<file path="src/design/sar_adc_consts.svh">
`ifndef SAR_ADC_CONSTS_SVH
`define SAR_ADC_CONSTS_SVH

// ----------------------------------------
// timing and encodings
// ----------------------------------------
`define CLK_MHZ            50
`define ALT_WAKE_NS        5000
`define ALT_WAKE_CYC       ((`ALT_WAKE_NS * `CLK_MHZ + 999) / 1000)
`define BUS_SYNC_CYC       3
`define CK_8_SHORT_FIRST   18
`define CK_8_SHORT_NEXT    16
`define CK_8_LONG_FIRST    38
`define CK_8_LONG_NEXT     36
`define CK_10_SHORT_FIRST  21
`define CK_10_SHORT_NEXT   19
`define CK_10_LONG_FIRST   41
`define CK_10_LONG_NEXT    39
`define CH_OFF             5'h1f
`define CH_EXT_MAX         5'h05
`define CH_BANDGAP         5'h1a
`define CH_HIGH_REF        5'h1d
`define CH_LOW_REF         5'h1e
`define LONG_BUS_DIV       11

`endif

</file>
<file path="src/design/sar_adc_pkg.sv">
package sar_adc_pkg;
  typedef enum logic [3:0] {
    ST_OFF  = 4'b0001,
    ST_WAKE = 4'b0010,
    ST_CONV = 4'b0100,
    ST_TRIG = 4'b1000
  } conv_state_t;
  typedef logic [4:0] channel_t;
endpackage

</file>
<file path="src/design/sar_adc_conversion_control.sv">
// How it works
// [RULE1] reset or abort drops converter straight into powered-off idle
// [RULE2] 8-bit short sample: first 18 clocks plus 3 bus, next 16
// [RULE3] 8-bit long sample: first 38 clocks plus 3 bus, next 36
// [RULE4] 10-bit short sample: first 21 clocks plus 3 bus, next 19
// [RULE5] 10-bit long sample: first 41 clocks plus 3 bus, next 39
// [RULE6] converter clock from selected source divided by chosen ratio
// [RULE7] completion flag always set; interrupt only when enabled
// [RULE8] keeps converting in wait; software clears continuous to stay quiet
// [RULE9] single conversion powers down by itself when finished
// [RULE10] stop without alternate clock aborts; results keep last value
// [RULE11] with alternate clock, conversions continue through stop
// [RULE12] alternate clock plus external mode in stop waits for trigger
// [RULE13] in break, flag clears only when break clear enable set
// [RULE14] continuous sample time needs adequate bus to converter clock ratio
// [RULE15] control write starts continuous or one conversion unless channel off
// [RULE16] five-bit channel: 0-5 inputs, 26 bandgap, 29 high, 30 low
// [RULE17] all-ones channel powers off, isolates pad, no extra conversion
// [RULE18] unused channel codes give undefined result
// [RULE19] 10-bit: high byte read freezes results until low byte read
// [RULE20] low power config selects slow reduced-power converter mode
// [RULE21] control write clears flag and aborts before starting anew
`timescale 1ns/1ps
`default_nettype none
`include "sar_adc_consts.svh"

module sar_adc_conversion_control
  #(
  parameter int ALT_WAKE_CYCLES = `ALT_WAKE_CYC
  )
  (
  input  wire logic                  ref_clk,
  input  wire logic                  sys_rst,
  input  wire logic                  ctrl_write,
  input  wire logic                  continuous_select,
  input  wire logic                  conversion_irq_enable,
  input  wire sar_adc_pkg::channel_t channel_field,
  input  wire logic                  ten_bit_mode,
  input  wire logic                  long_sample_select,
  input  wire logic                  input_clock_select,
  input  wire logic                  alt_clock_enable,
  input  wire logic [1:0]            clock_divide_select,
  input  wire logic                  low_power_config,
  input  wire logic                  alt_clock_tick,
  input  wire logic                  external_convert_mode,
  input  wire logic                  external_convert_trigger,
  input  wire logic                  stop_mode,
  input  wire logic                  break_state,
  input  wire logic                  break_clear_enable,
  input  wire logic                  result_high_read,
  input  wire logic                  result_low_read,
  input  wire logic [9:0]            sar_data,
  output logic                       conversion_complete_flag,
  output logic                       conversion_irq,
  output logic [7:0]                 result_high_register,
  output logic [7:0]                 result_low_register,
  output logic                       converter_powered,
  output logic                       pad_isolate,
  output logic                       low_power_mode,
  output logic                       sample_active,
  output sar_adc_pkg::channel_t      mux_select,
  output logic                       channel_undefined
  );
  import sar_adc_pkg::*;

  // ----------------------------------------
  // input synchronisers
  // ----------------------------------------
  logic [1:0] trig_sync_q;
  logic [1:0] alt_sync_q;
  logic       trig_prev_q;
  logic       alt_prev_q;
  logic       trig_rise;
  logic       alt_rise;

  // two stages for each pin-level input
  always_ff @(posedge ref_clk)
  begin
    if (sys_rst)
    begin
      trig_sync_q <= 2'h0;
      alt_sync_q  <= 2'h0;
      trig_prev_q <= 1'b0;
      alt_prev_q  <= 1'b0;
    end
    else
    begin
      trig_sync_q <= {trig_sync_q[0], external_convert_trigger};
      alt_sync_q  <= {alt_sync_q[0], alt_clock_tick};
      trig_prev_q <= trig_sync_q[1];
      alt_prev_q  <= alt_sync_q[1];
    end
  end

  // one-cycle pulses on synchronised rising edges
  assign trig_rise = trig_sync_q[1] & ~trig_prev_q;
  assign alt_rise  = alt_sync_q[1] & ~alt_prev_q;

  // ----------------------------------------
  // converter clock
  // ----------------------------------------
  conv_state_t state_q;
  logic        ck_tick;
  logic        use_alt;
  logic        ck_run;

  // ticks are single bus-cycle pulses, so the converter clock never
  // outruns the bus clock and continuous sample time holds either way
  assign use_alt = input_clock_select & alt_clock_enable;  // see [RULE14]
  assign ck_run  = (state_q == ST_CONV);

  sar_clock_gen i_sar_clock_gen
    (
    .ref_clk             (ref_clk),
    .sys_rst             (sys_rst),
    .run                 (ck_run),
    .alt_tick            (alt_rise),
    .use_alt             (use_alt),
    .clock_divide_select (clock_divide_select),
    .ck_tick             (ck_tick)
    );

  // ----------------------------------------
  // conversion length
  // ----------------------------------------
  logic       first_q;
  logic       cont_q;
  logic [5:0] ck_need;
  logic [5:0] ck_cnt_q;
  logic [1:0] bus_cnt_q;
  logic [15:0] wake_cnt_q;
  logic       ck_done;
  logic       conv_done;
  logic       abort;
  logic       start_req;
  logic       ch_off;

  // clocks per conversion by resolution, sampling and position
  always_comb
  begin
    unique case ({ten_bit_mode, long_sample_select})
      2'b00: ck_need = first_q ? 6'(`CK_8_SHORT_FIRST) : 6'(`CK_8_SHORT_NEXT);  // see [RULE2]
      2'b01: ck_need = first_q ? 6'(`CK_8_LONG_FIRST) : 6'(`CK_8_LONG_NEXT);    // see [RULE3]
      2'b10: ck_need = first_q ? 6'(`CK_10_SHORT_FIRST) : 6'(`CK_10_SHORT_NEXT); // see [RULE4]
      2'b11: ck_need = first_q ? 6'(`CK_10_LONG_FIRST) : 6'(`CK_10_LONG_NEXT);  // see [RULE5]
    endcase
  end

  assign ch_off    = (channel_field == `CH_OFF);
  assign ck_done   = (ck_cnt_q == ck_need);
  // first conversion also pays the bus sync cycles
  assign conv_done = (state_q == ST_CONV) && ck_done
                     && (!first_q || bus_cnt_q == 2'(`BUS_SYNC_CYC));
  // stop without alternate clock or channel off kills the conversion
  assign abort     = (stop_mode && !alt_clock_enable) || ch_off;  // see [RULE10] [RULE17]
  assign start_req = ctrl_write && !ch_off;  // see [RULE15]

  // ----------------------------------------
  // sequencer
  // ----------------------------------------
  // one conversion at a time, every write with a channel on restarts it
  always_ff @(posedge ref_clk)
  begin
    if (sys_rst)
    begin
      state_q    <= ST_OFF;  // see [RULE1]
      first_q    <= 1'b0;
      cont_q     <= 1'b0;
      ck_cnt_q   <= 6'h0;
      bus_cnt_q  <= 2'h0;
      wake_cnt_q <= 16'h0;
    end
    else if (ctrl_write)
    begin
      // a write aborts whatever runs, then restarts unless the channel is off
      cont_q     <= continuous_select;
      first_q    <= 1'b1;
      ck_cnt_q   <= 6'h0;
      bus_cnt_q  <= 2'h0;
      wake_cnt_q <= 16'h0;
      if (!start_req)
        state_q <= ST_OFF;  // see [RULE21]
      else if (external_convert_mode && alt_clock_enable && stop_mode)
        state_q <= ST_TRIG;  // see [RULE12]
      else if (alt_clock_enable)
        state_q <= ST_WAKE;
      else
        state_q <= ST_CONV;  // see [RULE15]
    end
    else if (abort && state_q != ST_OFF)
    begin
      state_q <= ST_OFF;  // see [RULE1] [RULE10]
    end
    else
    begin
      unique case (state_q)
        ST_OFF:
        begin
          ck_cnt_q <= 6'h0;
        end
        ST_TRIG:
        begin
          // idle powered down until the hardware trigger
          if (trig_rise)
            state_q <= ST_WAKE;  // see [RULE12]
        end
        ST_WAKE:
        begin
          // alternate clock startup allowance
          if (wake_cnt_q >= 16'(ALT_WAKE_CYCLES - 1))
            state_q <= ST_CONV;  // see [RULE2]
          else
            wake_cnt_q <= wake_cnt_q + 16'h1;
        end
        ST_CONV:
        begin
          // first conversion also counts the bus sync cycles
          if (first_q && bus_cnt_q != 2'(`BUS_SYNC_CYC))
            bus_cnt_q <= bus_cnt_q + 2'h1;
          if (ck_tick && !ck_done)
            ck_cnt_q <= ck_cnt_q + 6'h1;
          if (conv_done)
          begin
            ck_cnt_q  <= 6'h0;
            bus_cnt_q <= 2'h0;
            first_q   <= 1'b0;
            // wait and stop with alternate clock keep running
            if (!cont_q && external_convert_mode && alt_clock_enable && stop_mode)
              state_q <= ST_TRIG;  // see [RULE12]
            else if (!cont_q)
              state_q <= ST_OFF;  // see [RULE9]
            else
              state_q <= ST_CONV;  // see [RULE8] [RULE11]
          end
        end
      endcase
    end
  end

  // ----------------------------------------
  // completion flag and interrupt
  // ----------------------------------------
  logic flag_clear_ok;

  // break protects the flag unless clears are allowed
  assign flag_clear_ok = !break_state || break_clear_enable;  // see [RULE13]

  // completion flag and interrupt rise together
  always_ff @(posedge ref_clk)
  begin
    if (sys_rst)
    begin
      conversion_complete_flag <= 1'b0;
      conversion_irq           <= 1'b0;
    end
    else
    begin
      // set wins over a clear in the same cycle
      if (conv_done)
        conversion_complete_flag <= 1'b1;  // see [RULE7]
      else if (ctrl_write && flag_clear_ok)
        conversion_complete_flag <= 1'b0;  // see [RULE21] [RULE13]
      // interrupt follows the flag's next value while enabled
      conversion_irq <= conversion_irq_enable
                        && (conv_done || (conversion_complete_flag
                        && !(ctrl_write && flag_clear_ok)));  // see [RULE7]
    end
  end

  // ----------------------------------------
  // result registers with read interlock
  // ----------------------------------------
  logic lock_q;

  // in 10-bit mode a high byte read holds results until the low byte read
  always_ff @(posedge ref_clk)
  begin
    if (sys_rst)
      lock_q <= 1'b0;
    else if (result_low_read)
      lock_q <= 1'b0;  // see [RULE19]
    else if (result_high_read && ten_bit_mode)
      lock_q <= 1'b1;  // see [RULE19]
  end

  // results move only on completion and while unlocked
  always_ff @(posedge ref_clk)
  begin
    if (sys_rst)
    begin
      result_high_register <= 8'h00;
      result_low_register  <= 8'h00;
    end
    else if (conv_done && !lock_q)
    begin
      if (ten_bit_mode)
      begin
        result_high_register <= {6'h00, sar_data[9:8]};
        result_low_register  <= sar_data[7:0];
      end
      else
      begin
        result_high_register <= 8'h00;
        result_low_register  <= sar_data[9:2];
      end
    end
  end

  // ----------------------------------------
  // analog front end controls
  // ----------------------------------------
  logic ch_defined;

  // codes with a defined input
  always_comb
  begin
    ch_defined = (channel_field <= `CH_EXT_MAX) || (channel_field == `CH_BANDGAP)
                 || (channel_field == `CH_HIGH_REF)
                 || (channel_field == `CH_LOW_REF);  // see [RULE16]
  end

  // front end controls follow state, channel and the low power config
  always_ff @(posedge ref_clk)
  begin
    if (sys_rst)
    begin
      converter_powered <= 1'b0;  // see [RULE1]
      pad_isolate       <= 1'b1;
      low_power_mode    <= 1'b0;
      sample_active     <= 1'b0;
      mux_select        <= `CH_OFF;
      channel_undefined <= 1'b0;
    end
    else
    begin
      converter_powered <= (state_q == ST_CONV) || (state_q == ST_WAKE);
      pad_isolate       <= ch_off;  // see [RULE17]
      low_power_mode    <= low_power_config;  // see [RULE20]
      sample_active     <= (state_q == ST_CONV) && !ck_done;
      mux_select        <= channel_field;  // see [RULE16]
      channel_undefined <= !ch_defined && !ch_off;  // see [RULE18]
    end
  end
endmodule
`default_nettype wire

</file>
<file path="src/design/sar_clock_gen.sv">
`timescale 1ns/1ps
`default_nettype none
// ----------------------------------------
// converter clock tick generator
// ----------------------------------------
module sar_clock_gen
  (
  input  wire logic       ref_clk,
  input  wire logic       sys_rst,
  input  wire logic       run,
  input  wire logic       alt_tick,
  input  wire logic       use_alt,
  input  wire logic [1:0] clock_divide_select,
  output logic            ck_tick
  );
  logic [2:0] div_cnt_q;
  logic [2:0] div_max;
  logic       src_tick;

  // source pick and ratio 1,2,4,8
  assign src_tick = use_alt ? alt_tick : 1'b1;  // see [RULE6]
  assign div_max  = 3'((4'h1 << clock_divide_select) - 4'h1);

  // divider only runs while the sequencer is in ST_CONV, not during ST_WAKE
  always_ff @(posedge ref_clk)
  begin
    if (sys_rst || !run)
    begin
      div_cnt_q <= 3'h0;
      ck_tick   <= 1'b0;
    end
    else if (src_tick)
    begin
      ck_tick   <= (div_cnt_q == div_max);  // see [RULE6]
      div_cnt_q <= (div_cnt_q == div_max) ? 3'h0 : div_cnt_q + 3'h1;
    end
    else
    begin
      ck_tick <= 1'b0;
    end
  end
endmodule
`default_nettype wire

</file>
<file path="config.mk">
export PLATFORM = sky130hd
export DESIGN_NAME = sar_adc_conversion_control
export DESIGN_NICKNAME = d
export VERILOG_FILES = /design/src/design/sar_adc_pkg.sv /design/src/design/sar_adc_conversion_control.sv /design/src/design/sar_clock_gen.sv
export VERILOG_INCLUDE_DIRS = /design/src /design/src/design
export SDC_FILE = /design/constraint.sdc
export NUM_CORES = 1
export LEC_CHECK = 0
export BUFFER_PORTS_ARGS = -buffer_cell sky130_fd_sc_hd__buf_2
export CORE_MARGIN = 2
export CORE_UTILIZATION = 50
export DETAILED_ROUTE_END_ITERATION = 6
export PLACE_DENSITY_LB_ADDON = 0.3
export SYNTH_ARGS = -nofsm -noshare
export SYNTH_HDL_FRONTEND = slang
export SYNTH_HIERARCHICAL = 1
export SYNTH_SLANG_ARGS = --single-unit
</file>
<file path="constraint.sdc">
create_clock -name ref_clk -period 3.7 [get_ports ref_clk]
set_input_delay 0.74 -clock ref_clk [delete_from_list [all_inputs] [get_ports ref_clk]]
set_output_delay 0.74 -clock ref_clk [all_outputs]
set_load 0.005 [all_outputs]
</file>
==> results of run 1 <==
-- per-stage QoR --
stage	utilization (%)	total power [mW]	area [sq um]	instances	hold slack (ns)
after floorplan	-	0.813	2950	325	0.414
after global placement	57.9	0.854	3230	435	0.420
after detailed placement	57.9	0.855	3230	435	0.426
after CTS	61.5	1.44	3430	451	0.442
after global routing	61.5	1.49	3430	451	0.459
final	61.5	1.43	3430	451	0.438
-- layout by cell type (no fill, tap or decap), drive strengths merged, types with 5 or more instances in the layout --
cell	Yosys	final
a211oi	12	12
a21oi	17	17
and2	10	10
buf	10	58
clkbuf	10	10
conb	1	6
dfxtp	63	63
ha	6	6
inv	8	8
mux2i	10	10
nand2	18	18
nand2b	10	10
nand3	11	11
nor2	36	36
nor2b	10	10
nor3	6	6
o21ai	9	9
or2	8	8
xnor2	5	5
-- cell type report --
class	count	area share [%]
inverter	8	0.876
clock inverter	6	1.75
tap	72	2.63
multi-input combinational	234	45.3
sequential	63	36.8
timing repair buffer	58	8.62
clock buffer	10	4.02
-- sequential cells by signal (all words and copies together), names as in the netlist, 2 cells and up --
name,flops
i_sar_clock_gen/div_cnt_q,3
trig_sync_q,2
result_low_register,8
mux_select,5
bus_cnt_q,2
alt_sync_q,2
wake_cnt_q,16
state_q,4
result_high_register,2
ck_cnt_q,6
-- worst max-delay path, stage by stage, from the launching register on --
cell	delay [ns]
dfxtp_1	0.45
or4b_1	0.67
inv_2	0.21
and3_1	0.25
o2111ai_1	0.28
o31ai_1	0.32
-- routing by layer --
layer	part of all wire, %	vias to the layer above	track usage (%)
met1	49	1089	26.2
met3	5.9	6	4.49
met2	43	66	28.2
met4	1.4	0	7.80
met5	0	-	0
li1	-	1244	-
-- cells by family after synthesis --
family,count (synthesis)
other cells,1
flops,63
xor+xnor,9
compound gates,70
fa+ha+maj,6
buf+inv,28
mux,12
simple gates,131
-- worst paths after layout --
path                                   from                   endpoint  slack (ns)
hold / removal    trig_sync_q[0]$_SDFF_PP0_  trig_sync_q[1]$_SDFF_PP0_        0.44
setup reg to reg    state_q[2]$_SDFFE_PP0P_   ck_cnt_q[4]$_SDFFE_PP0P_        1.42
setup / recovery    state_q[2]$_SDFFE_PP0P_   ck_cnt_q[4]$_SDFFE_PP0P_        1.42
hold reg to reg   trig_sync_q[0]$_SDFF_PP0_  trig_sync_q[1]$_SDFF_PP0_        0.44
-- where the power goes --
part	switching, mW	internal, mW
Clock	0.264	0.325
Combinational	0.0767	0.0580
Sequential	0.0122	0.693
Total	0.353	1.08
==> summary.txt, run 1 <==
final WL - 5890 microns
die area - 0.00649 sq mm
Yosys warnings - 6
Startpoint Class - flip-flop
Port Buf Inserts - 56
Adder-Cell Fraction of Synth Area - 2.56%
max-slew violations - 0
Synth Area in XOR/XNOR - 2.69%
status - complete, no violations
Peak VDD IR - 0.363 mV
Die Width - 80.6 microns
final number of hold-violating endpoints - 0
actual slew at the worst max-slew pin - 0.814 ns
share of post-route cells with drive strength above 1 - 25.9%
CTS Root Cell - clkbuf_8
Cell variety after synth - 66
RSZ-0062 raised after global routing - no
CTS tree - yes
worst hold path class - reg2reg
Final nets - 415
setup violators final - 0
wire per inst - 13.1 microns
ys async rst share - 0%
Tcrit/Tclk final - 61.7%
final setup margin - 1.42 ns
layout overhead on the synthesized area - 17.0%
DR iter-0 viols - 82
Max Buffers Root-to-Sink - 2
Reg2Reg Depth - 5
CP Max Fanout - 8
most frequent cell after synthesis - dfxtp_1
Setup TNS - 0 ns
std cell rows - 27
Post-CTS Hold Buffers - 0
Cell Area, Synth - 0.00293 sq mm
critical path class - reg2reg
Clk Latency, worst-skew pair - 0.33 ns
Reg area - 0.00126 sq mm
CTS Sinks - 63
FILL cells - 502
Synth Area in Simple Gates - 24.4%
TritonRoute pass-1 iters - 4
worst path arrival time - 2.52 ns
die height - 80.6 microns
fmax - 0.438 GHz
postcts setup bufs - 0
EDFF count, synth - 0
Post-CTS Resized - 0
Post-Synthesis Cells - 320
Worst-path clk slew - 0.07 ns
top_reg_cell synth - dfxtp_1
Tmin final - 2.28 ns
Synth top area share - 43.0%
top cells by count, synth - dfxtp_1, nor2_1, nand2_1
GP Congestion - 0.806
normalized max-slew margin - 45.5%
Core Footprint - 0.00557 sq mm
largest net degree at the start of global routing - 26
register area share after synthesis - 43.0%
register bit total from synthesis - 63
Post-DP HPWL - 4210 microns
via count - 2405
gr usage total - 18.9%
H-tree depth - 3
CTS buffer count - 9
syn avg cell area - 9.16 sq um
number of global-route vias before repair - 2113
number of antenna violations at the first check in global routing - 0
Synth area leader - dfxtp_1
DR vias/cell - 5.33
Hold Crit Depth - 1
largest cells by area after synthesis - dfxtp_1, nor2_1, mux2i_1
first-pass GRT wire length - 9530 microns
Detail Route Antenna Nets - 0
drt drc - 0
pwr/cell area - 417 mW/mm^2
Clock Skew - 0.00581 ns
combinational family with the most area after synthesis - simple AND/OR/NAND/NOR gates
MaxCap Viol Count - 0
Synth Area in Compound Gates - 18.4%
Multi-input gate area - 0.00155 sq mm
IO Pins - 63
Leak - 1.40 nW
data required time of the worst path - 3.94 ns
mux contribution to synthesized area - 4.18%
Initial Utilization - 52.6%
pre-CTS WS - 1.10 ns
Inserted Diodes - 0
CP endpoint kind - flip-flop
grt ovf - 0
Note: power is estimated with default switching activity, not from simulation.
==> inputs of run 2 (changes only) <==
- CORE_UTILIZATION: 50 -> 49
- clock period: 3.7 -> 2 ns (I/O delays scaled with it)
==> summary.txt, run 2 (synthesis gave the netlist of run 1 again) <==
top flop regs - wake_cnt_q: 16 flops, result_low_register: 8 flops, ck_cnt_q: 6 flops
worst hold path class - in2reg
critical path class - reg2reg
Post-DP HPWL - 4690 microns (+11%)
IO Pins - 63 (unchanged)
Startpoint Class - flip-flop
CTS tree - yes
GP Congestion - 0.868 (+7.8%)
Port Buf Inserts - 56 (unchanged)
CTS buffer count - 9 (unchanged)
normalized max-slew margin - 56.0% (+10 points)
CP endpoint kind - flip-flop
Post-CTS Hold Buffers - 0 (unchanged)
final number of hold-violating endpoints - 0 (unchanged)
FF-to-FF setup slack - -0.04 ns (-1.46 ns)
Crit-path slowest cell - a311oi_4
H-tree depth - 3 (unchanged)
RSZ-0062 raised after global routing - yes
drt drc - 0 (unchanged)
Inserted Diodes - 0 (unchanged)
number of global-route vias before repair - 2402 (+14%)
Hold WS - 0.220 ns (-0.218 ns)
CP cell instances - xnor2_4, a311oi_4, o211ai_4, mux2_4, o311ai_2, o31ai_1
setup violators final - 1 (+1)
Detail Route Antenna Nets - 0 (unchanged)
CTS Root Cell - clkbuf_8
Finished Layout Cells - 485 (+7.5%)
CP peak stage delay - 0.40 ns (-0.27 ns)
commonest cells after routing, fill and taps aside - dfxtp_1, buf_2, nor2_1, buf_4, nand2_1
Peak VDD IR - 0.569 mV (+57%)
final WL - 6750 microns (+15%)
fmax - 0.489 GHz (+12%)
MaxCap Viol Count - 0 (unchanged)
Max Buffers Root-to-Sink - 2 (unchanged)
max reg flops - 16 (unchanged)
Placed Cells incl. Taps - 468 (+7.6%)
most common cell after layout, fill and taps aside - dfxtp_1
CTS Sinks - 63 (unchanged)
share of post-route cells with drive strength above 1 - 35.9% (+10 points)
DR iter-0 viols - 108 (+32%)
wire per inst - 13.9 microns (+6.7%)
die area - 0.00661 sq mm (+1.9%)
Worst-path clk slew - 0.07 ns (about the same)
DR vias/cell - 5.37 (+0.72%)
gr usage total - 20.6% (+1.6 points)
Initial Utilization - 50.1% (-2.5 points)
layout overhead on the synthesized area - 30.7%
Core Footprint - 0.00585 sq mm (+5.0%)
number of antenna violations at the first check in global routing - 0 (unchanged)
grt ovf - 0 (unchanged)
Clock Skew - 0.00697 ns (+0.00116 ns)
Final nets - 446 (+7.5%)
die height - 81.3 microns (+0.96%)
pwr/cell area - 698 mW/mm^2 (+67%)
violated checks - setup timing
Die Width - 81.3 microns (+0.96%)
status - finished with violations
worst path arrival time - 2.25 ns (-0.27 ns)
TritonRoute pass-1 iters - 4 (unchanged)
final setup margin - -0.0440 ns (-1.46 ns)
actual slew at the worst max-slew pin - 0.651 ns (-0.163 ns)
Clk Latency, worst-skew pair - 0.34 ns (about the same)
Leak - 1.59 nW (+13%)
Tmin final - 2.04 ns (-0.237 ns)
largest net degree at the start of global routing - 37 (+42%)
data required time of the worst path - 2.20 ns (-1.74 ns)
Tcrit/Tclk final - 102% (+41 points)
CP Max Fanout - 4 (-4)
via count - 2605 (+8.3%)
Top reg by flops - wake_cnt_q
max-slew violations - 0 (unchanged)
Setup TNS - -0.0440 ns (-0.0440 ns)
std cell rows - 28 (+3.7%)
first-pass GRT wire length - 10400 microns (+8.6%)
==> run 2: cell types whose count changed in the layout (fill, tap and decap cells not counted), sizes merged <==
cell      delta
clkbuf       +4
buf         +30
bufinv       -1
clkinvlp     -2
==> run 2: stage by stage <==
step / power, mW / util, % / area (sq um) / setup WS (ns)
6_report: 2.67 / 65.4 / 3830 / -0.0440
5_1_grt: 2.78 / 65.4 / 3830 / -0.0959
4_1_cts: 2.66 / 62.7 / 3670 / 0.00360
3_5_place_dp: 1.62 / 59.1 / 3460 / -0.200
3_3_place_gp: 1.61 / 59.1 / 3460 / -0.141
2_1_floorplan: 1.50 / - / 2950 / 0.0262
==> run 2: power breakdown <==
group | switching, mW | total [mW] | internal [mW] | leakage (nW)
registers | 0.0243 | 1.31 | 1.28 | 0.514
logic | 0.174 | 0.318 | 0.145 | 0.967
clock network | 0.467 | 1.05 | 0.579 | 0.105
==> run 2: worst max-delay path: cells and delay by family (launching register included) <==
family | cells | cell delay (ns)
AO/OA/AOI/OAI | 4 | 0.99
XOR/XNOR | 1 | 0.16
flip-flops | 1 | 0.38
multiplexers | 1 | 0.37
==> run 2: layer usage <==
layer / GRT usage, % / share of wire [%]
met2: 33.3 / 47
met4: 9.49 / 2.6
met1: 25.1 / 46
met3: 6.11 / 5.1
met5: 0 / 0
==> run 2: what timing repair did <==
action,CTS,global route
pin swaps,1,11
setup endpoints to repair,5,20
buffers inserted,0,1
resized for setup,6,30
cloned,0,1
==> run 2: layout make-up <==
class                   instances  area (sq um)
fillers                       494          2020
multi-input cells             234          1700
flip-flops and latches         63          1270
repair buffers                 89           539
clock buffers                  13           179
well taps                      75          93.8
inverters                       8          30.0
clock inverters                 3          15.0
==> run 2: worst paths after layout <==
check / startpoint / to / cells after the start
max: first_q$_SDFFE_PP0P_ / ck_cnt_q[4]$_SDFFE_PP0P_ / 6
min reg2reg: trig_sync_q[0]$_SDFF_PP0_ / trig_sync_q[1]$_SDFF_PP0_ / 1
min: result_low_read / lock_q$_SDFFE_PP0P_ / 2
max reg2reg: first_q$_SDFFE_PP0P_ / ck_cnt_q[4]$_SDFFE_PP0P_ / 6
==> inputs of run 3 (changes only) <==
- GPL_TIMING_DRIVEN: default -> 0
==> summary.txt, run 3 (synthesis gave the netlist of run 1 again) <==
normalized max-slew margin - 30.7% (-25 points)
Startpoint Class - flip-flop
GP Congestion - 0.779 (-10%)
Sw Share - 26.3% (+1.4 points)
Max Buffers Root-to-Sink - 2 (unchanged)
Detail Route Antenna Nets - 0 (unchanged)
Peak VDD IR - 0.521 mV (-8.4%)
CP cell instances - or3b_4, o22ai_4, o211ai_4, nor4_4, buf_6, nand3_1, a21oi_1
Core Footprint - 0.00585 sq mm (unchanged)
proportion of power drawn by the clock network - 37.9% (-1.2 points)
die height - 81.3 microns (unchanged)
Port Buf Inserts - 54 (-3.6%)
pre-CTS WS - -0.254 ns (-0.0541 ns)
Initial Utilization - 50.1% (unchanged)
Worst-path clk slew - 0.07 ns (about the same)
Clock Skew - 0.00581 ns (-0.00116 ns)
Top reg by flops - wake_cnt_q
commonest cells after routing, fill and taps aside - buf_2, dfxtp_1, nor2_1, buf_4, nand2_1
CP Max Fanout - 7 (+3)
launching point of the worst reg2reg path - ck_cnt_q[4]$_SDFFE_PP0P_
largest net degree at the start of global routing - 11 (-70%)
data required time of the worst path - 2.27 ns (+0.07 ns)
actual slew at the worst max-slew pin - 1.02 ns (+0.373 ns)
die area - 0.00661 sq mm (unchanged)
CTS tree - yes
Hold Crit Depth - 2 (unchanged)
Crit-path slowest cell - nor4_4
MaxCap Viol Count - 0 (unchanged)
gr usage total - 20.5% (-0.066 points)
final number of hold-violating endpoints - 0 (unchanged)
worst hold path class - in2reg
H-tree depth - 3 (unchanged)
share of post-route cells with drive strength above 1 - 39.3% (+3.5 points)
first-pass GRT wire length - 10300 microns (-0.54%)
final setup margin - -0.0471 ns (-0.00307 ns)
Tcrit/Tclk final - 102% (+0.15 points)
grt ovf - 0 (unchanged)
Hold EP - lock_q$_SDFFE_PP0P_
number of antenna violations at the first check in global routing - 0 (unchanged)
Placed Cells incl. Taps - 454 (-3.0%)
finished layout cell area - 0.00391 sq mm (+2.1%)
Hold WS - 0.220 ns (-0.000227 ns)
max reg flops - 16 (unchanged)
Final nets - 448 (+0.45%)
status - finished with violations
IO Pins - 63 (unchanged)
top flop regs - wake_cnt_q: 16 flops, result_low_register: 8 flops, ck_cnt_q: 6 flops
std cell rows - 28 (unchanged)
max-slew violations - 0 (unchanged)
violated checks - setup timing
fmax - 0.489 GHz (-0.15%)
FF-to-FF setup slack - -0.05 ns (about the same)
CTS Root Cell - clkbuf_8
logic gate share of total power - 12.2% (+0.3 points)
drt drc - 0 (unchanged)
NetSw - 691 uW (+3.9%)
Seq pwr share - 49.9% (+0.9 points)
final WL - 7120 microns (+5.4%)
critical path class - reg2reg
layout overhead on the synthesized area - 33.4%
RR Endpoint - result_high_register[1]$_SDFFE_PP0P_
Inserted Diodes - 0 (unchanged)
Leak - 1.59 nW (about the same)
TritonRoute pass-1 iters - 4 (unchanged)
Internal - 1.94 mW (-3.4%)
CTS buffer count - 9 (unchanged)
Tmin final - 2.05 ns (+0.00307 ns)
worst path arrival time - 2.31 ns (+0.06 ns)
DR iter-0 viols - 118 (+9.3%)
setup violators final - 3 (+2)
most common cell after layout, fill and taps aside - buf_2
min-delay src - result_low_read
number of global-route vias before repair - 2350 (-2.2%)
Clk Latency, worst-skew pair - 0.34 ns (about the same)
Finished Layout Cells - 487 (+0.41%)
Die Width - 81.3 microns (unchanged)
CTS Sinks - 63 (unchanged)
dpl cell area - 0.00331 sq mm (-4.2%)
FILL cells - 474 (-4.0%)
pwr/cell area - 673 mW/mm^2 (-3.6%)
RSZ-0062 raised after global routing - yes
CP endpoint kind - flip-flop
CP peak stage delay - 0.40 ns (about the same)
DR vias/cell - 5.39 (+0.32%)
Reg2Reg Depth - 7 (+1)
wire per inst - 14.6 microns (+4.9%)
via count - 2624 (+0.73%)
Post-DP HPWL - 4430 microns (-5.4%)
Setup TNS - -0.0788 ns (-0.0348 ns)
==> run 3: cell count changes in the layout (fill, tap and decap cells not counted), sizes merged <==
| cell | before | now |
|---|---|---|
| buf | 88 | 82 |
| clkbuf | 14 | 22 |
| clkinvlp | 0 | 1 |
| clkinv | 3 | 2 |
==> run 3: repair_timing <==
action,CTS,global route
pin swaps,6,26
setup endpoints to repair,24,25
hold buffers,0,0
buffers inserted,3,14
gates cloned,0,1
resized for setup,20,52
==> run 3: layout make-up <==
class                   instances  area (sq um)  area share, %
plain buffers                  19           124           3.17
well taps                      75          93.8           2.40
inverters                       8          37.5          0.960
flip-flops and latches         63          1280           32.9
repair buffers                 72           413           10.6
multi-input cells             234          1780           45.5
clock inverters                 3          17.5          0.448
clock buffers                  13           159           4.07
==> run 3: worst max-delay path by stage <==
stage	end	depth (start not counted)	startpoint
after floorplan	wake_cnt_q[5]$_SDFFE_PP0P_	7	wake_cnt_q[1]$_SDFFE_PP0P_
after global placement	wake_cnt_q[5]$_SDFFE_PP0P_	6	state_q[1]$_SDFFE_PP0P_
after detailed placement	wake_cnt_q[5]$_SDFFE_PP0P_	6	state_q[1]$_SDFFE_PP0P_
after CTS	ck_cnt_q[4]$_SDFFE_PP0P_	7	state_q[3]$_SDFFE_PP0P_
after global routing	result_high_register[1]$_SDFFE_PP0P_	7	ck_cnt_q[4]$_SDFFE_PP0P_
final	result_high_register[1]$_SDFFE_PP0P_	7	ck_cnt_q[4]$_SDFFE_PP0P_
==> run 3: power by group through the flow <==
| stage | combinational, mW | sequential [mW] | clock (mW) |
|---|---|---|---|
| CTS | 0.281 | 1.31 | 1.01 |
| detailed placement | 0.261 | 1.33 | 0 |
| global placement | 0.259 | 1.33 | 0 |
| finish | 0.321 | 1.31 | 0.997 |
| floorplan | 0.174 | 1.33 | 0 |
| global route | 0.349 | 1.31 | 1.07 |
==> run 3: worst max-delay path: cells and delay by family (launching register included) <==
kind                   cells  cell delay [ns]
and+or+nand+nor            3             0.89
DFF                        1             0.35
buffers and inverters      1             0.19
AOI/OAI and AO/OA          3             0.54
==> run 3: metal layers <==
metal | share of wire, % | GRT usage (%)
met1 | 44 | 25.3
met3 | 5.2 | 6.33
met5 | 0 | 0
met4 | 1.7 | 8.81
met2 | 49 | 33.0
==> run 3: stage by stage <==
stage          util (%)  power (mW)
4_1_cts            61.1        2.60
3_3_place_gp       56.6        1.59
3_5_place_dp       56.6        1.60
6_report           66.8        2.63
2_1_floorplan         -        1.50
5_1_grt            66.8        2.73
